File: config.mk
export PLATFORM = sky130hd
export DESIGN_NAME = ptw0_config
export DESIGN_NICKNAME = d
export VERILOG_FILES = /design/src/logic/ptw0_pkg.sv /design/src/logic/ptw0_config.sv
export SDC_FILE = /design/constraint.sdc
export NUM_CORES = 1
export LEC_CHECK = 0
export BUFFER_PORTS_ARGS = -buffer_cell sky130_fd_sc_hd__clkbuf_2
export CORE_ASPECT_RATIO = 1.5
export CORE_UTILIZATION = 35
export DETAILED_ROUTE_END_ITERATION = 8
export HOLD_SLACK_MARGIN = 0.05
export PLACE_DENSITY = 0.67
export SYNTH_ARGS = -nofsm -noshare
export SYNTH_HDL_FRONTEND = slang
export SYNTH_SLANG_ARGS = --single-unit
export TNS_END_PERCENT = 20
File: constraint.sdc
create_clock -name mclk_in -period 2.25 [get_ports mclk_in]
set_clock_uncertainty 0.1 [all_clocks]
set_input_delay 0.1125 -clock mclk_in [delete_from_list [all_inputs] [get_ports mclk_in]]
set_output_delay 0.1125 -clock mclk_in [all_outputs]
set_load 0.005 [all_outputs]
File: src/logic/ptw0_pkg.sv
// Purpose: Shared constants and carriers for the PCI target window 0 configuration block.
// Assumes: Registers sit at byte addresses on a 12-bit register port.
// Notes:   Every offset and field position lives here, with the multi-bit and space reset values; single-bit enables reset to 0 in the block.

`default_nettype none

package ptw0_pkg;

    // ============================================================
    // Register map
    // ============================================================
    localparam int          ADDR_W              = 12;
    localparam logic [11:0] CONTROL_OFFSET      = 12'h100; // target_window0_control
    localparam logic [11:0] ADDRESS_OFFSET      = 12'h104; // target_window0_address

    // ============================================================
    // Control register field positions
    // ============================================================
    localparam int IMAGE_ON_BIT        = 31;
    localparam int SIZE_LSB            = 24;  // window_size_code [27:24]
    localparam int PREFETCH_BIT        = 23;
    localparam int BURST_WRITE_BIT     = 22;
    localparam int BYTE_FLIP_BIT       = 20;
    localparam int TXN_CODE_LSB        = 12;  // local_txn_code [15:12]
    localparam int PORT_WIDTH_LSB      = 10;  // target_port_width [11:10]
    localparam int POSTED_BIT          = 7;
    localparam int SPACE_BIT           = 6;

    // ============================================================
    // Address register field positions
    // ============================================================
    localparam int BASE_LSB            = 16;  // Base address [31:16]
    localparam int TRANS_LSB           = 0;   // translated_upper [15:0]
    localparam int UPPER_LSB           = 16;  // First compared PCI address line

    // ============================================================
    // Reset values and encodings
    // ============================================================
    localparam logic [3:0]  SIZE_RESET         = 4'h0;
    localparam logic        SPACE_RESET        = 1'b0;
    localparam logic [15:0] BASE_RESET         = 16'h0000;
    localparam logic [15:0] TRANS_RESET        = 16'h0000;
    localparam logic [3:0]  TXN_CODE_RESET     = 4'h0;
    localparam logic [1:0]  PORT_WIDTH_RESET   = 2'h0;
    localparam logic        SPACE_MEMORY       = 1'b0;
    localparam logic        SPACE_IO           = 1'b1;
    localparam logic [1:0]  PORT_32BIT         = 2'h0;
    localparam logic [1:0]  PORT_8BIT          = 2'h1;
    localparam logic [1:0]  PORT_16BIT         = 2'h2;
    localparam logic [1:0]  PORT_RESERVED      = 2'h3;
    localparam logic [31:0] READ_ZERO          = 32'h0000_0000;

    // ============================================================
    // Carriers
    // ============================================================
    // One PCI address phase offered to the window
    typedef struct packed {
        logic        valid;     // One-cycle strobe
        logic        is_io;     // 1 = I/O space cycle
        logic        is_write;  // 1 = write cycle
        logic [31:0] addr;      // PCI address lines
    } ptw0_req_type;

    // Decode answer for one address phase
    typedef struct packed {
        logic        valid;       // One-cycle strobe
        logic        hit;         // Window claims the cycle
        logic        posted;      // Write may be posted
        logic        prefetch;    // Read may prefetch
        logic        burst_write; // Write may burst
        logic        byte_order;  // Effective local byte order
        logic [3:0]  txn_code;    // Local transaction code
        logic [1:0]  port_width;  // Local destination port width
        logic [31:0] local_addr;  // Translated local-bus address
    } ptw0_attr_type;

endpackage : ptw0_pkg

`default_nettype wire

File: src/logic/ptw0_config.sv
// Purpose: Control and address registers of PCI target window 0, plus its address decode.
// Assumes: Request, preload and base-config inputs come from logic on mclk_in;
//          the PCI reset and hold-off strap arrive on pins and are synchronised here.
// Notes:   Answers appear one cycle after the request strobe.

`timescale 1ns/1ns
`default_nettype none

module ptw0_config (
    // Clock and reset
    input  wire logic                  mclk_in,
    input  wire logic                  rst_in,
    input  wire logic                  pci_rst_in,
    // Power-up strap pin
    input  wire logic                  pci_hold_off_strap_in,
    // Register port
    input  wire logic [11:0]           reg_addr_in,
    input  wire logic [31:0]           reg_wdata_in,
    input  wire logic                  reg_wr_in,
    input  wire logic                  reg_rd_in,
    output logic      [31:0]           reg_rdata_out,
    // Serial EEPROM preload
    input  wire logic                  eeprom_load_in,
    input  wire logic [3:0]            eeprom_window_size_code_in,
    input  wire logic                  eeprom_space_select_in,
    input  wire logic                  eeprom_base_cfg_on_in,
    // Base address configuration register of the PCI side
    input  wire logic [15:0]           image0_base_cfg_addr_in,
    input  wire logic                  image0_base_cfg_space_in,
    output logic                       image0_base_cfg_on_out,
    // Global byte order from the misc control register
    input  wire logic                  local_byte_order_in,
    // Address phase decode
    input  wire ptw0_pkg::ptw0_req_type pci_req_in,
    output ptw0_pkg::ptw0_attr_type    attr_out
);

    // ============================================================
    // Pin synchronisers
    // ============================================================
    logic pci_rst_meta_q;    // First stage, read only by the second
    logic pci_rst_q;         // Synchronised PCI reset
    logic strap_meta_q;      // First stage, read only by the second
    logic strap_sync_q;      // Synchronised hold-off strap

    // Two flops per pin; nothing reads the first stage except the second
    always_ff @(posedge mclk_in) begin
        if (rst_in) begin
            pci_rst_meta_q <= 1'b0;
            pci_rst_q      <= 1'b0;
            strap_meta_q   <= 1'b0;
            strap_sync_q   <= 1'b0;
        end else begin
            pci_rst_meta_q <= pci_rst_in;
            pci_rst_q      <= pci_rst_meta_q;
            strap_meta_q   <= pci_hold_off_strap_in;
            strap_sync_q   <= strap_meta_q;
        end
    end

    // ============================================================
    // Strap latch and preload state
    // ============================================================
    logic strap_held_q;      // Strap level caught during PCI reset
    logic preloaded_q;       // Size and space came from the EEPROM
    logic base_cfg_bit_q;    // EEPROM enable bit for the base-config register

    // Strap follows the pin while PCI reset is active, then freezes
    always_ff @(posedge mclk_in) begin
        if (rst_in) begin
            strap_held_q <= 1'b0;
        end else if (pci_rst_q) begin
            strap_held_q <= strap_sync_q;
        end
    end

    // Preload marks the fields as EEPROM-owned until the next reset
    always_ff @(posedge mclk_in) begin
        if (rst_in || pci_rst_q) begin
            preloaded_q    <= 1'b0;
            base_cfg_bit_q <= 1'b0;
        end else if (eeprom_load_in) begin
            preloaded_q    <= 1'b1;
            base_cfg_bit_q <= eeprom_base_cfg_on_in;
        end
    end

    // Base-config register lives only with EEPROM bit or latched strap
    logic base_cfg_on;
    assign base_cfg_on = base_cfg_bit_q | strap_held_q;

    // Strap overrides the read-only state of preloaded fields
    logic size_writable;
    assign size_writable = ~preloaded_q | strap_held_q;

    // ============================================================
    // Write decode
    // ============================================================
    logic wr_control;
    logic wr_address;
    assign wr_control = reg_wr_in && (reg_addr_in == ptw0_pkg::CONTROL_OFFSET);
    assign wr_address = reg_wr_in && (reg_addr_in == ptw0_pkg::ADDRESS_OFFSET);

    // ============================================================
    // Fields reset by the general reset
    // ============================================================
    logic       image_on_q;          // Window enable
    logic       prefetch_read_on_q;  // Prefetch reads allowed
    logic       burst_write_on_q;    // Burst writes allowed
    logic       byte_order_flip_q;   // Invert global byte order
    logic [3:0] local_txn_code_q;    // Local transaction code
    logic [1:0] target_port_width_q; // Local destination port width
    logic       posted_write_on_q;   // Posting allowed
    logic [15:0] translated_upper_q; // Translation address

    // Plain read/write control fields
    always_ff @(posedge mclk_in) begin
        if (rst_in) begin
            image_on_q          <= 1'b0;
            prefetch_read_on_q  <= 1'b0;
            burst_write_on_q    <= 1'b0;
            byte_order_flip_q   <= 1'b0;
            local_txn_code_q    <= ptw0_pkg::TXN_CODE_RESET;
            target_port_width_q <= ptw0_pkg::PORT_WIDTH_RESET;
            posted_write_on_q   <= 1'b0;
        end else if (wr_control) begin
            image_on_q          <= reg_wdata_in[ptw0_pkg::IMAGE_ON_BIT];
            prefetch_read_on_q  <= reg_wdata_in[ptw0_pkg::PREFETCH_BIT];
            burst_write_on_q    <= reg_wdata_in[ptw0_pkg::BURST_WRITE_BIT];
            byte_order_flip_q   <= reg_wdata_in[ptw0_pkg::BYTE_FLIP_BIT];
            local_txn_code_q    <= reg_wdata_in[ptw0_pkg::TXN_CODE_LSB +: 4];
            target_port_width_q <= reg_wdata_in[ptw0_pkg::PORT_WIDTH_LSB +: 2];
            posted_write_on_q   <= reg_wdata_in[ptw0_pkg::POSTED_BIT];
        end
    end

    // Translation address is untouched by the EEPROM
    always_ff @(posedge mclk_in) begin
        if (rst_in) begin
            translated_upper_q <= ptw0_pkg::TRANS_RESET;
        end else if (wr_address) begin
            translated_upper_q <= reg_wdata_in[ptw0_pkg::TRANS_LSB +: 16];
        end
    end

    // ============================================================
    // Fields reset by PCI reset
    // ============================================================
    logic [3:0]  window_size_code_q; // Window size code
    logic        space_sel_own_q;    // Space bit held locally
    logic [15:0] base_own_q;         // Base address held locally

    // Size and space: zero at reset, loaded by EEPROM, written when allowed.
    // General reset also clears them so they never start undefined.
    always_ff @(posedge mclk_in) begin
        if (rst_in || pci_rst_q) begin
            window_size_code_q <= ptw0_pkg::SIZE_RESET;
            space_sel_own_q    <= ptw0_pkg::SPACE_RESET;
        end else if (eeprom_load_in) begin
            window_size_code_q <= eeprom_window_size_code_in;
            space_sel_own_q    <= eeprom_space_select_in;
        end else if (wr_control && size_writable) begin
            window_size_code_q <= reg_wdata_in[ptw0_pkg::SIZE_LSB +: 4];
            space_sel_own_q    <= reg_wdata_in[ptw0_pkg::SPACE_BIT];
        end
    end

    // Local base copy only matters while the base-config register is absent
    always_ff @(posedge mclk_in) begin
        if (rst_in || pci_rst_q) begin
            base_own_q <= ptw0_pkg::BASE_RESET;
        end else if (wr_address && !base_cfg_on) begin
            base_own_q <= reg_wdata_in[ptw0_pkg::BASE_LSB +: 16];
        end
    end

    // Effective base mirrors the PCI config side when it exists; the space bit does so only after a preload.
    // The EEPROM copy is only the reset state; the config bit wins afterwards.
    logic        space_select;
    logic [15:0] base_addr;
    assign space_select = (preloaded_q && base_cfg_on) ? image0_base_cfg_space_in
                                                       : space_sel_own_q;
    assign base_addr    = base_cfg_on ? image0_base_cfg_addr_in : base_own_q;

    // ============================================================
    // Register read
    // ============================================================
    logic [31:0] control_word;
    logic [31:0] address_word;
    logic [31:0] reg_rdata_q;

    // Reserved bits read as zero
    always_comb begin
        control_word = ptw0_pkg::READ_ZERO;
        control_word[ptw0_pkg::IMAGE_ON_BIT]          = image_on_q;
        control_word[ptw0_pkg::SIZE_LSB +: 4]         = window_size_code_q;
        control_word[ptw0_pkg::PREFETCH_BIT]          = prefetch_read_on_q;
        control_word[ptw0_pkg::BURST_WRITE_BIT]       = burst_write_on_q;
        control_word[ptw0_pkg::BYTE_FLIP_BIT]         = byte_order_flip_q;
        control_word[ptw0_pkg::TXN_CODE_LSB +: 4]     = local_txn_code_q;
        control_word[ptw0_pkg::PORT_WIDTH_LSB +: 2]   = target_port_width_q;
        control_word[ptw0_pkg::POSTED_BIT]            = posted_write_on_q;
        control_word[ptw0_pkg::SPACE_BIT]             = space_select;
        address_word = {base_addr, translated_upper_q};
    end

    // Read data stands in the cycle after the strobe; unmapped reads give zero
    always_ff @(posedge mclk_in) begin
        if (rst_in) begin
            reg_rdata_q <= ptw0_pkg::READ_ZERO;
        end else if (reg_rd_in) begin
            case (reg_addr_in)
                ptw0_pkg::CONTROL_OFFSET: begin
                    reg_rdata_q <= control_word;
                end
                ptw0_pkg::ADDRESS_OFFSET: begin
                    reg_rdata_q <= address_word;
                end
                default: begin
                    reg_rdata_q <= ptw0_pkg::READ_ZERO;
                end
            endcase
        end else begin
            reg_rdata_q <= ptw0_pkg::READ_ZERO;
        end
    end

    // ============================================================
    // Address compare and translation
    // ============================================================
    logic [15:0] line_compared;  // Upper line i takes part in the compare
    logic [15:0] line_match;     // Compare result per upper line
    logic [15:0] upper_out;      // Local upper address lines

    // Line 16+i is compared when i is at or above the size code, so code 0
    // compares AD31..AD16 and code 15 only AD31. Compared lines are replaced
    // by the translation; the lines below pass through untouched.
    genvar gi;
    generate
        for (gi = 0; gi < 16; gi = gi + 1) begin : g_line
            assign line_compared[gi] = (4'(gi) >= window_size_code_q);
            assign line_match[gi]    = ~line_compared[gi] ||
                (pci_req_in.addr[ptw0_pkg::UPPER_LSB + gi] == base_addr[gi]);
            assign upper_out[gi]     = line_compared[gi] ? translated_upper_q[gi]
                : pci_req_in.addr[ptw0_pkg::UPPER_LSB + gi];
        end
    endgenerate

    // Window claims a cycle only when enabled, in its own space, and on match
    logic space_ok;
    logic hit;
    assign space_ok = (pci_req_in.is_io == (space_select == ptw0_pkg::SPACE_IO));
    assign hit      = image_on_q && space_ok && (&line_match);

    // ============================================================
    // Decode answer register
    // ============================================================
    ptw0_pkg::ptw0_attr_type attr_q;

    // Answer one cycle after each request; strobe is a single cycle
    always_ff @(posedge mclk_in) begin
        if (rst_in) begin
            attr_q <= '0;
        end else begin
            attr_q.valid       <= pci_req_in.valid;
            attr_q.hit         <= pci_req_in.valid && hit;
            // I/O writes never post, whatever the enable says
            attr_q.posted      <= pci_req_in.valid && hit && posted_write_on_q &&
                                  pci_req_in.is_write && !pci_req_in.is_io;
            attr_q.prefetch    <= pci_req_in.valid && hit && prefetch_read_on_q &&
                                  !pci_req_in.is_write;
            attr_q.burst_write <= pci_req_in.valid && hit && burst_write_on_q &&
                                  pci_req_in.is_write;
            attr_q.byte_order  <= local_byte_order_in ^ byte_order_flip_q;
            attr_q.txn_code    <= local_txn_code_q;
            // Reserved width code passes as is; the local master must not use it
            attr_q.port_width  <= target_port_width_q;
            attr_q.local_addr  <= {upper_out, pci_req_in.addr[15:0]};
        end
    end

    // Base-config presence flag for the PCI configuration space
    logic base_cfg_on_q;
    always_ff @(posedge mclk_in) begin
        if (rst_in) begin
            base_cfg_on_q <= 1'b0;
        end else begin
            base_cfg_on_q <= base_cfg_on;
        end
    end

    // ============================================================
    // Outputs
    // ============================================================
    assign reg_rdata_out          = reg_rdata_q;
    assign attr_out               = attr_q;
    assign image0_base_cfg_on_out = base_cfg_on_q;

endmodule // ptw0_config

`default_nettype wire

After elaboration in Yosys (flattened, before gate mapping) --
Cells that the tools add are included.
Storage, ports and cells: flip-flop bits (word level) 132, bits of input ports 110
Cells by class: order comparisons 16, eq/ne operators 19, muxes and demuxes 23, bitwise logic cells 21, reductions and logical operators 38
Operators with widths (number):
- 32-bit one-hot mux with 2 select lines | 1
- 4-bit >= comparator, first input constant | 8
- 12-bit by 9-bit equality test with 1-bit output, second input constant | 2
- 1-bit 2-to-1 mux | 19
- 1-bit inverter | 18
- 1-bit equality test | 17
- 1-bit logical OR | 17
- 3-bit by 4-bit >= comparator with 1-bit output, first input constant | 4
- 16-bit 2-to-1 mux | 1
- 16-bit AND reduction | 1
- 1-bit logical AND | 15
- 1-bit by 4-bit >= comparator with 1-bit output, first input constant | 2
- 2-bit by 4-bit >= comparator with 1-bit output, first input constant | 2
- 4-bit 2-to-1 mux | 2
- 1-bit zero test | 3
- 1-bit OR | 2
- 2-bit nonzero test | 1
- 2-bit OR reduction | 1
- 1-bit bitwise XOR | 1

Logic depth before layout (Yosys ltp) --
Gate-level depths: netlist (run 1).
word-level depth 10, depth in mapped cells 9, mapped depth without buffers 6

Worst setup path after synthesis (run 1) --
No wires, ideal clock.
kind register to register, start point register base_cfg_bit_q, end point register attr_q, in the netlist attr_out[40], arrival 1932 ps, required time 2062 ps, setup slack 131 ps, stages on the path, launching flop included 7, buffers on the path 0, period minus slack after synthesis 2119 ps, path through dfxtp_1 nor2_4 mux2i_1 mux2_4 a2111oi_4 nand4_2 nor4b_2
Between the ends: longest elaborated chain between the ends 9
RTL lines:
- start: declaration | RTL line ptw0_config.sv:66 | logic base_cfg_bit_q;
- start signal: assignment | RTL line ptw0_config.sv:84 | base_cfg_bit_q <= eeprom_base_cfg_on_in;
- 1-bit OR * | RTL line ptw0_config.sv:90 | assign base_cfg_on = base_cfg_bit_q | strap_held_q;
- 16-bit 2-to-1 mux or 1-bit logical AND (tied branches) | RTL line ptw0_config.sv:183, ptw0_config.sv:181
- 1-bit equality test or 1-bit 2-to-1 mux (tied branches) | RTL line ptw0_config.sv:243, ptw0_config.sv:181
- 1-bit logical OR or 1-bit equality test (tied branches) | RTL line ptw0_config.sv:242, ptw0_config.sv:252
- 16-bit AND reduction or 1-bit logical AND (tied branches) | RTL line ptw0_config.sv:253 | assign hit = image_on_q && space_ok && (&line_match);
- 1-bit logical AND * | RTL line ptw0_config.sv:253
- 1-bit logical AND * (3 in a row) | RTL line ptw0_config.sv:270 | attr_q.prefetch <= pci_req_in.valid && hit && prefetch_read_on_q &&
- end: declaration | RTL line ptw0_config.sv:258 | ptw0_pkg::ptw0_attr_type attr_q;
Mark *: on every way between the ends. The rest lies on a longest branch, timed or not. A chain may end at the register's enable or synchronous reset.

Final worst setup path (run 1) --
start point register strap_held_q, end point register attr_q, in the netlist attr_out[40]
Between the ends: longest elaborated chain between the ends 9
RTL lines:
- start: declaration | RTL line ptw0_config.sv:64 | logic strap_held_q;
- start signal: assignment | RTL line ptw0_config.sv:73 | strap_held_q <= strap_sync_q;
- 1-bit OR * | RTL line ptw0_config.sv:90
- 16-bit 2-to-1 mux or 1-bit logical AND (tied branches) | RTL line ptw0_config.sv:183, ptw0_config.sv:181
- 1-bit equality test or 1-bit 2-to-1 mux (tied branches) | RTL line ptw0_config.sv:243, ptw0_config.sv:181
- 1-bit logical OR or 1-bit equality test (tied branches) | RTL line ptw0_config.sv:242, ptw0_config.sv:252
- 16-bit AND reduction or 1-bit logical AND (tied branches) | RTL line ptw0_config.sv:253
- 1-bit logical AND * | RTL line ptw0_config.sv:253
- 1-bit logical AND * (3 in a row) | RTL line ptw0_config.sv:270
Marks and branches as above.

==> results of run 1 <==
per-stage QoR:
stage	power (mW)	utilization, %	setup TNS, ps
6_report	5.57	55.2	0
2_1_floorplan	2.66	-	0
3_5_place_dp	2.87	44.1	-41.7
4_1_cts	5.58	54.3	0
3_3_place_gp	2.87	44.1	0
5_1_grt	5.76	55.2	-68.2
cell usage in the layout (no fill, tap or decap), types with 3 or more instances in the layout:
cell                            synthesis  layout
sky130_fd_sc_hd__o21ai_0                7       5
sky130_fd_sc_hd__nor2_1                97      97
sky130_fd_sc_hd__mux2i_4                1       4
sky130_fd_sc_hd__nand2b_1               4       4
sky130_fd_sc_hd__mux2i_1               85      79
sky130_fd_sc_hd__nor3_1                 4       4
sky130_fd_sc_hd__a21oi_1                9       8
sky130_fd_sc_hd__clkbuf_1              19       5
sky130_fd_sc_hd__and2_1                 9       9
sky130_fd_sc_hd__nor4_1                 3       3
sky130_fd_sc_hd__clkbuf_8               0       5
sky130_fd_sc_hd__buf_4                  0      17
sky130_fd_sc_hd__xnor2_1               12      10
sky130_fd_sc_hd__nand2_1               14      14
sky130_fd_sc_hd__or2_2                  3       3
sky130_fd_sc_hd__clkbuf_16              0      18
sky130_fd_sc_hd__clkinv_2               0       3
sky130_fd_sc_hd__clkbuf_2               0     186
sky130_fd_sc_hd__a211oi_1              11      11
sky130_fd_sc_hd__inv_1                  3       3
sky130_fd_sc_hd__mux2i_2                0       3
sky130_fd_sc_hd__nand3_1                4       4
sky130_fd_sc_hd__dlygate4sd3_1          0      86
sky130_fd_sc_hd__nor2b_1               30      30
sky130_fd_sc_hd__dfxtp_1              132     130
cell usage after synthesis (3+ instances only):
library cell	n	area [µm²]
sky130_fd_sc_hd__dfxtp_1	132	2640
sky130_fd_sc_hd__buf_2	3	15.0
sky130_fd_sc_hd__o21ai_0	7	35.0
sky130_fd_sc_hd__nand3_1	4	20.0
sky130_fd_sc_hd__buf_1	6	22.5
sky130_fd_sc_hd__nor3_1	4	20.0
sky130_fd_sc_hd__clkbuf_1	19	71.3
sky130_fd_sc_hd__and2_1	9	56.3
sky130_fd_sc_hd__mux2i_1	85	851
sky130_fd_sc_hd__nor2b_1	30	188
sky130_fd_sc_hd__inv_1	3	11.3
sky130_fd_sc_hd__nand2b_1	4	25.0
sky130_fd_sc_hd__a21oi_1	9	45.0
sky130_fd_sc_hd__xnor2_1	12	105
sky130_fd_sc_hd__nor4_1	3	18.8
sky130_fd_sc_hd__nor2_1	97	364
sky130_fd_sc_hd__nand2_1	14	52.6
sky130_fd_sc_hd__or2_2	3	18.8
sky130_fd_sc_hd__a211oi_1	11	82.6
flip-flops by register name, indices dropped and copies added, names as in the netlist, 2 cells and up:
signal               count
attr_out                44
reg_rdata_out           32
base_own_q              16
translated_upper_q      16
local_txn_code_q         4
window_size_code_q       4
target_port_width_q      2
repair_timing:
action                                 in CTS  in global routing
resized for setup                           5                 15
pin swaps                                   2                  5
cloned                                      0                  1
hold buffers                               85                  1
setup buffers                               0                  3
setup endpoints to repair                   2                  3
endpoints found under the hold margin      96                  1
per-layer routing:
| metal | vias to the layer above | GRT usage, % | wire length, µm |
|---|---|---|---|
| li1 | 2205 | - | - |
| met1 | 2154 | 21.9 | 5850 |
| met2 | 178 | 39.1 | 8310 |
| met3 | 63 | 4.28 | 628 |
| met4 | 0 | 16.1 | 941 |
| met5 | - | 0 | 0 |
logic make-up (layout without fill, tap and decap cells):
kind of cell / after synthesis / after routing / share of synthesized area (%)
simple gates: 180 / 180 / 17.7
flops: 132 / 132 / 53.0
mux: 87 / 87 / 17.8
compound gates: 42 / 42 / 6.55
buf+inv: 33 / 326 / 2.86
xor+xnor: 12 / 12 / 2.11
where the power goes:
part	internal (mW)	leakage, nW	switching [mW]
logic	0.312	2.35	0.260
clock network	1.66	0.277	0.935
registers	2.38	1.07	0.0265
path summary, 6_finish.rpt:
check	slack, ps	to	cells after the start
worst min register to register	340	pci_rst_q$_SDFF_PP0_	1
worst max-delay path	40	attr_out[40]$_SDFF_PP0_	6
worst max register to register	40	attr_out[40]$_SDFF_PP0_	6
worst min-delay path	70	reg_rdata_out[13]$_SDFF_PP0_	3
area by class of cell:
class | count | share of cell area (%)
tap | 192 | 3.11
clock buffer | 27 | 6.64
multi-input combinational | 321 | 29.6
sequential | 132 | 34.2
timing repair buffer | 292 | 25.7
clock inverter | 4 | 0.583
inverter | 3 | 0.146
worst register-to-register path: stages, from the launching register on:
cell,delay [ps]
sky130_fd_sc_hd__dfxtp_2,360
sky130_fd_sc_hd__nor2_4,200
sky130_fd_sc_hd__mux2i_2,290
sky130_fd_sc_hd__mux2_4,340
sky130_fd_sc_hd__a2111oi_4,340
sky130_fd_sc_hd__nand4_2,200
sky130_fd_sc_hd__nor4b_2,300
==> impl_summary.txt, run 1 <==
----------------------------------------------------
[Power and ir drop]
  Power per cell area ... slightly above 700 mW/mm²
  Max rail drop VDD ... about 420 µV
  Leak ... 3.70 nW

[Route]
  Final Routed Wirelength ... 15.7 mm
  Post-detailed-route wirelength per cell ... 16.2 µm
  Number of remaining DRC errors ... 0
  Avg Vias per Cell ... 4.74
  Drt initial violations ... 168
  Antenna Nets Post-Route ... 0
  First drt pass iteration count ... 4
  Total vias in the final route ... 4600

[GRT]
  Antenna violations before repair ... 0
  Pin count of the biggest net entering global routing ... 73
  Wire length of the first global-routing pass ... ~24 mm
  Global-route usage over all layers ... between 20% and 30%
  Via count of the first global-routing pass ... 4812
  Remaining global-route overflow ... 0

[Yosys]
  Portion of the post-synthesis area used by sequential elements ... 53.0%
  Count of flip-flops with a built-in enable after synthesis ... 0
  Cell area after technology mapping ... 0.00499 mm²
  Fraction of registers with async set or reset after synthesis ... 0%
  Number of unique standard cell types used by synthesis ... 44
  Synth Warn # ... 0
  Post-synthesis instance total ... 486
  Mean post-synth cell area ... 10.3 µm²
  Register bit total from synthesis ... ~130
  Synthesized Nets ... 596
  Post-synth top flop ... sky130_fd_sc_hd__dfxtp_1

[Floorplan]
  DIE HEIGHT ... around 150 µm
  Core region area ... 0.0140 mm²
  Initial core utilization ... 35.6%
  Floorplan die area ... 0.0147 mm²
  Ports placed on the boundary ... 187
  Die Width ... 99.5 µm
  Site row count ... 53

[Placement]
  DP Worst Slack ... -40.9 ps
  Placer congestion estimate ... between 0.9 and 1
  Port Buffer Count ... around 190
  Number of cells after detailed placement ... 850
  Instance area at placement ... 0.00617 mm²
  Detailed-placement wirelength estimate ... 11.2 mm

[Critical path]
  Critical Path RT ... 2470 ps
  Start point of the critical path ... strap_held_q$_SDFFE_PP0P_
  Type of element launching the critical path ... register
  Endpoint kind of the worst setup timing path ... register
  Worst endpoint data arrival time ... 2430 ps
  Largest delay contributor family on the critical path ... simple AND/OR/NAND/NOR gates
  Startpoint of the worst-slack reg-to-reg timing path ... strap_held_q$_SDFFE_PP0P_
  Worst-path maximum fanout ... 8
  Largest stage delay on the critical path ... between 300 and 400 ps
  Cell-by-cell listing of the critical path ... nor2_4, mux2i_2, mux2_4, a2111oi_4, nand4_2, nor4b_2
  Critical-path cell with the highest stage delay ... sky130_fd_sc_hd__dfxtp_2
  Class of the most critical setup path ... register to register
  Bufs and invs on worst path ... 0

[Finish]
  Total area of multi-input combinational cells ... 0.00228 mm²
  Area growth, synth to finish ... 54.9%
  Number of antenna repair diodes ... 0
  Post-Layout Inst Area ... 0.00772 mm²
  Fillers ... between 1000 and 1500
  Total Nets Final ... 877
  Share of final-layout standard cells stronger than drive strength 1 ... 33.4%
  Number of cells in the finished layout apart from fillers ... roughly 1000
  Storage element area ... 0.00265 mm²

[Clocking]
  CTS tree ... yes
  H-Tree Depth ... 4
  Clock sink count ... 132
  Maximum clock insertion buffer count ... 2
  Clock latency of the later-clocked register in the worst-skew pair ... 410 ps
  Clock-pin slew on the worst setup and hold paths ... ~60 ps
  Cell at the root of the clock tree ... sky130_fd_sc_hd__clkbuf_16
  Number of CTS-inserted buffers ... 17

[Timing]
  Period Utilization, post-route ... 98.3%
  Worst hold margin ... between 60 and 70 ps
  Relative slew margins ... 51.4%
  Clock period minus worst slack ... 2210 ps
  Fmax ... between 400 and 500 MHz
  Count of pins over their slew limit ... 0
  Final hold violations ... 0
  Final WS setup ... 38.6 ps
  Unrepaired setup endpoints after global routing ... true
  # setup viols final ... 0
  Worst-margin pin slew ... 729 ps

[Hold path]
  Hold Path Origin ... reg_addr_in[2]
  Worst min-delay path category ... primary input to register

[Status]
  Run status ... finished clean

[Run]
  Number of maximum-capacitance violations ... 0

----------------------------------------------------
(Power assumes the default switching activity.)
==> run 2, diff against run 1 <==
CORE_UTILIZATION = 44   (was 35)
PLACE_DENSITY = 0.81   (was 0.67)
==> impl_summary.txt, run 2 (synthesis results as in run 1) <==
----------------------------------------------------
[Placement]
  Port Buffer Count ... 186 (unchanged)
  Detailed-placement wirelength estimate ... 10.1 mm (-10%)
  Placer congestion estimate ... 0.864 (-7.4%)
  DP Worst Slack ... -80.4 ps (-39.5 ps)

[Critical path]
  Register-to-register setup slack ... -20 ps (-60 ps)
  FF-to-FF End ... attr_out[40]$_SDFF_PP0_
  Worst r2r path cells ... 6 (unchanged)
  Critical Path RT ... 2480 ps (about the same)
  Startpoint of the worst-slack reg-to-reg timing path ... strap_held_q$_SDFFE_PP0P_
  Type of element launching the critical path ... register
  Class of the most critical setup path ... register to register
  Worst-path maximum fanout ... 8 (unchanged)
  Worst endpoint data arrival time ... 2500 ps (+70 ps)
  Endpoint kind of the worst setup timing path ... register

[Clocking]
  Clock-pin slew on the worst setup and hold paths ... 60 ps (about the same)
  Number of CTS-inserted buffers ... 17 (unchanged)
  Clock sink count ... 132 (unchanged)
  Cell at the root of the clock tree ... sky130_fd_sc_hd__clkbuf_16
  H-Tree Depth ... 4 (unchanged)
  CTS tree ... yes
  Maximum clock insertion buffer count ... 2 (unchanged)
  Clock latency of the later-clocked register in the worst-skew pair ... 420 ps (about the same)

[Power and ir drop]
  Leak ... 3.69 nW (-0.26%)
  Max rail drop VDD ... 584 µV (+40%)
  Share of total power in the clock network ... 50.3% (+3.8 points)
  Int Power ... 4.62 mW (+6.4%)
  Switching share of power ... 22.8% (+0.87 points)
  Power per cell area ... 772 mW/mm² (+7.0%)
  Sequential fraction of design power ... 40.1% (-3.1 points)
  Psw ... 1.37 mW (+12%)
  Proportion of power drawn by combinational gates ... 9.6% (-0.7 points)

[Route]
  Total vias in the final route ... 4724 (+2.7%)
  Antenna Nets Post-Route ... 0 (unchanged)
  Number of remaining DRC errors ... 0 (unchanged)
  Final Routed Wirelength ... 16.2 mm (+2.7%)
  Avg Vias per Cell ... 5.10 (+7.7%)
  First drt pass iteration count ... 4 (unchanged)
  Drt initial violations ... 233 (+39%)
  Post-detailed-route wirelength per cell ... 17.4 µm (+7.7%)

[Timing]
  # setup viols final ... 1 (+1)
  Clock period minus worst slack ... 2270 ps (+63.3 ps)
  Relative slew margins ... 50.5% (-0.95 points)
  Final hold violations ... 0 (unchanged)
  Unrepaired setup endpoints after global routing ... true
  Fmax ... 440 MHz (-2.8%)
  Period Utilization, post-route ... 101% (+2.8 points)
  Worst-margin pin slew ... 743 ps (+14.2 ps)
  Final WS setup ... -24.7 ps (-63.3 ps)
  Count of pins over their slew limit ... 0 (unchanged)

[GRT]
  Antenna violations before repair ... 0 (unchanged)
  Via count of the first global-routing pass ... 4949 (+2.8%)
  Remaining global-route overflow ... 0 (unchanged)
  Global-route usage over all layers ... 28.0% (+6.4 points)
  Wire length of the first global-routing pass ... 24.4 mm (+1.5%)
  Pin count of the biggest net entering global routing ... 73 (unchanged)

[Hold path]
  Number of cells traversed by the worst hold path ... 3 (unchanged)
  Hold Path Origin ... eeprom_window_size_code_in[1]
  Worst min-delay path category ... primary input to register
  Worst hold endpoint ... window_size_code_q[1]$_SDFFE_PP0P_

[Floorplan]
  Floorplan die area ... 0.0118 mm² (-20%)
  Ports placed on the boundary ... 187 (unchanged)
  Site row count ... 47 (-11%)
  Die Width ... 88.9 µm (-11%)
  DIE HEIGHT ... 132 µm (-11%)
  Core region area ... 0.0111 mm² (-21%)
  Initial core utilization ... 45.1% (+9.5 points)

[Finish]
  Core utilization of the finished layout ... 70.2% (+15 points)
  Flip-flop count of the largest register after layout ... 44 (unchanged)
  Fillers ... 804 (-33%)
  Total Nets Final ... 876 (-0.11%)
  Number of antenna repair diodes ... 0 (unchanged)
  Area growth, synth to finish ... 55.7%
  Share of final-layout standard cells stronger than drive strength 1 ... 33.5% (+0.13 points)
  Most common library cell in the layout ignoring fill and taps ... sky130_fd_sc_hd__clkbuf_2
  Commonest non-fill, non-tap cells in the layout ... sky130_fd_sc_hd__clkbuf_2 (186), sky130_fd_sc_hd__dfxtp_1 (130), sky130_fd_sc_hd__nor2_1 (97)

[Status]
  Violated checks ... setup timing
  Run status ... finished with violations

[Run]
  Number of maximum-capacitance violations ... 0 (unchanged)

----------------------------------------------------
-- run 2: critical path, cell delays in order, from the launching register on --
cell and delay, ps:
sky130_fd_sc_hd__dfxtp_4 370, sky130_fd_sc_hd__nor2_4 240, sky130_fd_sc_hd__mux2i_4 290, sky130_fd_sc_hd__mux2_4 330, sky130_fd_sc_hd__a2111oi_4 370, sky130_fd_sc_hd__nand4_2 240
sky130_fd_sc_hd__nor4b_2 250
-- run 2: how the worst max path moves through the flow --
stage	startpoint	to	slack, ps	cells after the start
floorplan	base_cfg_bit_q$_SDFFE_PP0P_	attr_out[40]$_SDFF_PP0_	130	6
global placement	base_cfg_bit_q$_SDFFE_PP0P_	attr_out[41]$_SDFF_PP0_	-20	7
detailed placement	base_cfg_bit_q$_SDFFE_PP0P_	attr_out[41]$_SDFF_PP0_	-80	7
CTS	base_cfg_bit_q$_SDFFE_PP0P_	attr_out[41]$_SDFF_PP0_	-7	8
global route	strap_held_q$_SDFFE_PP0P_	attr_out[40]$_SDFF_PP0_	-90	6
finish	strap_held_q$_SDFFE_PP0P_	attr_out[40]$_SDFF_PP0_	-20	6
-- run 2: timing repair --
action	4_1_cts	5_1_grt
setup endpoints to repair	2	4
resized for setup	6	14
buffers inserted	0	1
hold endpoints to repair	99	2
cloned	0	1
pin swaps	2	6
hold buffers	88	2
-- run 2: per-layer routing --
layer	GRT usage, %	vias up	wire [µm]
met3	5.20	81	713
met5	0	-	0
met1	27.9	2192	5620
li1	-	2218	-
met2	49.7	233	8760
met4	21.2	0	1060
-- run 2: area by class of cell --
cell class / instances / area [µm²] / share of cell area (%)
clock buffers: 19 / 453 / 5.83
repair buffers: 291 / 1990 / 25.6
well taps: 147 / 184 / 2.37
inverters: 3 / 11.3 / 0.145
multi-input cells: 321 / 2290 / 29.4
flip-flops and latches: 132 / 2650 / 34.1
clock inverters: 13 / 196 / 2.53
-- run 2: stage by stage --
step                cells  TNS (ps)  power, mW  hold slack (ps)  area [µm²]
global placement      802     -33.0       2.86              219        6090
floorplan             486         0       2.66             82.8        4990
CTS                   922     -14.4       5.97             52.1        7650
global route          926      -249       6.17             72.0        7760
finish                926     -24.7       5.99             68.2        7760
detailed placement    802      -150       2.87              228        6090
-- run 2: power by group through the flow --
stage / Sequential [mW] / Combinational, mW / Clock (mW)
after floorplan: 2.44 / 0.218 / 0
after global placement: 2.45 / 0.407 / 0
after detailed placement: 2.45 / 0.412 / 0
after CTS: 2.40 / 0.542 / 3.02
after global routing: 2.41 / 0.613 / 3.15
final: 2.40 / 0.573 / 3.01
==> run 3, diff against run 2 <==
SKIP_CTS_REPAIR_TIMING = 1   (was unset)
==> impl_summary.txt, run 3 (synthesis results as in run 1) <==
----------------------------------------------------
[Status]
  Run status ... finished with violations
  Violated checks ... setup timing

[Critical path]
  Critical Path Sink ... attr_out[40]$_SDFF_PP0_
  Type of element launching the critical path ... register
  Critical Path RT ... 2470 ps (about the same)
  Worst r2r path cells ... 7 (+1)
  Endpoint kind of the worst setup timing path ... register
  Worst-path maximum fanout ... 8 (unchanged)
  FF-to-FF End ... attr_out[40]$_SDFF_PP0_
  Startpoint of the worst-slack reg-to-reg timing path ... strap_held_q$_SDFFE_PP0P_
  Class of the most critical setup path ... register to register
  Start point of the critical path ... strap_held_q$_SDFFE_PP0P_
  Register-to-register setup slack ... -20 ps (about the same)
  Worst endpoint data arrival time ... 2500 ps (about the same)

[Finish]
  Post-Layout Inst Area ... 0.00776 mm² (about the same)
  Core utilization of the finished layout ... 70.2% (about the same)
  Commonest non-fill, non-tap cells in the layout ... sky130_fd_sc_hd__clkbuf_2 (186), sky130_fd_sc_hd__dfxtp_1 (130), sky130_fd_sc_hd__nor2_1 (97)
  Area growth, synth to finish ... 55.7% (about the same)
  Number of cells in the finished layout apart from fillers ... 924 (-0.22%)
  Total Nets Final ... 874 (-0.23%)
  Flip-flop count of the largest register after layout ... 44 (unchanged)
  Most common library cell in the layout ignoring fill and taps ... sky130_fd_sc_hd__clkbuf_2
  Share of final-layout standard cells stronger than drive strength 1 ... 33.5% (-0.042 points)
  Number of antenna repair diodes ... 0 (unchanged)

[Timing]
  Count of pins over their slew limit ... 0 (unchanged)
  Fmax ... 440 MHz (about the same)
  Final WS setup ... -24.3 ps (+0.446 ps)
  Period Utilization, post-route ... 101% (about the same)
  Worst hold margin ... 35.4 ps (-32.8 ps)
  Unrepaired setup endpoints after global routing ... true
  # setup viols final ... 1 (unchanged)
  Relative slew margins ... 50.7% (+0.22 points)
  Final hold violations ... 0 (unchanged)
  Sum of negative setup slack ... -24.3 ps (+0.446 ps)
  Worst-margin pin slew ... 740 ps (-3.35 ps)
  Clock period minus worst slack ... 2270 ps (-0.446 ps)

[Floorplan]
  Die Width ... 88.9 µm (unchanged)
  Core region area ... 0.0111 mm² (unchanged)
  Site row count ... 47 (unchanged)
  Floorplan die area ... 0.0118 mm² (unchanged)
  Ports placed on the boundary ... 187 (unchanged)
  DIE HEIGHT ... 132 µm (unchanged)
  Initial core utilization ... 45.1% (unchanged)

[Route]
  Post-detailed-route wirelength per cell ... 17.6 µm (+0.66%)
  Avg Vias per Cell ... 5.09 (-0.25%)
  First drt pass iteration count ... 5 (+1)
  Antenna Nets Post-Route ... 0 (unchanged)
  Final Routed Wirelength ... 16.2 mm (+0.44%)
  Total vias in the final route ... 4702 (-0.47%)
  Drt initial violations ... 241 (+3.4%)
  Number of remaining DRC errors ... 0 (unchanged)

[Placement]
  Detailed-placement wirelength estimate ... 10.1 mm (unchanged)
  Placer congestion estimate ... 0.864 (unchanged)
  Port Buffer Count ... 186 (unchanged)
  Instance area at placement ... 0.00609 mm² (unchanged)
  Number of cells after detailed placement ... 802 (unchanged)

[Power and ir drop]
  Leak ... 3.71 nW (+0.52%)
  Max rail drop VDD ... 523 µV (-11%)
  Power per cell area ... 771 mW/mm² (about the same)

[GRT]
  Via count of the first global-routing pass ... 4230 (-15%)
  Antenna violations before repair ... 0 (unchanged)
  Remaining global-route overflow ... 0 (unchanged)
  Pin count of the biggest net entering global routing ... 73 (unchanged)
  Wire length of the first global-routing pass ... 20.7 mm (-15%)
  Global-route usage over all layers ... 23.8% (-4.3 points)

[Hold path]
  Worst min-delay path category ... primary input to register

[Clocking]
  Clock-pin slew on the worst setup and hold paths ... 60 ps (about the same)
  Cell at the root of the clock tree ... sky130_fd_sc_hd__clkbuf_16
  Clock latency of the later-clocked register in the worst-skew pair ... 410 ps (about the same)
  Number of CTS-inserted buffers ... 17 (unchanged)
  Clock sink count ... 132 (unchanged)
  H-Tree Depth ... 4 (unchanged)
  CTS tree ... yes
  Maximum clock insertion buffer count ... 2 (unchanged)

[Run]
  Number of maximum-capacitance violations ... 0 (unchanged)

----------------------------------------------------
-- run 3: cell types whose count changed in the layout (fill, tap and decap cells not counted), sizes merged --
cell	delta
dlygate4sd3	-3
buf	+2
clkbuf	-1
-- run 3: where the power goes --
group	total (mW)	internal, mW	switching [mW]
sequential	2.40	2.38	0.0291
combinational	0.582	0.314	0.268
clock	3.00	1.94	1.06
total	5.99	4.63	1.36
-- run 3: worst min path at each step --
| stage | cells after the start | endpoint | start | slack, ps |
|---|---|---|---|---|
| after floorplan | 1 | attr_out[41]$_SDFF_PP0_ | pci_req_in[33] | 80 |
| final | 3 | preloaded_q$_SDFFE_PP0P_ | eeprom_load_in | 40 |
| after detailed placement | 2 | attr_out[15]$_SDFF_PP0_ | pci_req_in[15] | 230 |
| after global placement | 2 | attr_out[8]$_SDFF_PP0_ | pci_req_in[8] | 220 |
| after CTS | 2 | attr_out[2]$_SDFF_PP0_ | pci_req_in[2] | -200 |
| after global routing | 3 | window_size_code_q[2]$_SDFFE_PP0P_ | eeprom_window_size_code_in[2] | 70 |
-- run 3: area by class of cell --
type	instances	area, µm²
multi-input cells	321	2310
fillers	803	3290
repair buffers	289	1960
flip-flops and latches	132	2650
clock inverters	13	196
inverters	3	11.3
well taps	147	184
clock buffers	19	453
-- run 3: worst max-delay path, stage by stage, from the launching register on --
cell	delay [ps]
sky130_fd_sc_hd__dfxtp_4	370
sky130_fd_sc_hd__nor2_4	160
sky130_fd_sc_hd__buf_6	130
sky130_fd_sc_hd__mux2i_4	240
sky130_fd_sc_hd__mux2_4	330
sky130_fd_sc_hd__a2111oi_4	410
sky130_fd_sc_hd__nand4_4	210
sky130_fd_sc_hd__nor4b_2	240
-- run 3: stage by stage --
step	power (mW)	worst slack, ps
detailed placement	2.87	-80.4
finish	5.99	-24.3
floorplan	2.66	131
global route	6.17	-80.4
global placement	2.86	-18.8
CTS	5.84	-96.4
-- run 3: layer usage --
metal | routed length (µm) | up-vias | global-route usage [%]
met4 | 948 | 0 | 14.0
met2 | 8860 | 219 | 42.8
met3 | 705 | 74 | 5.26
met1 | 5720 | 2194 | 24.3
met5 | 0 | - | 0
li1 | - | 2215 | -
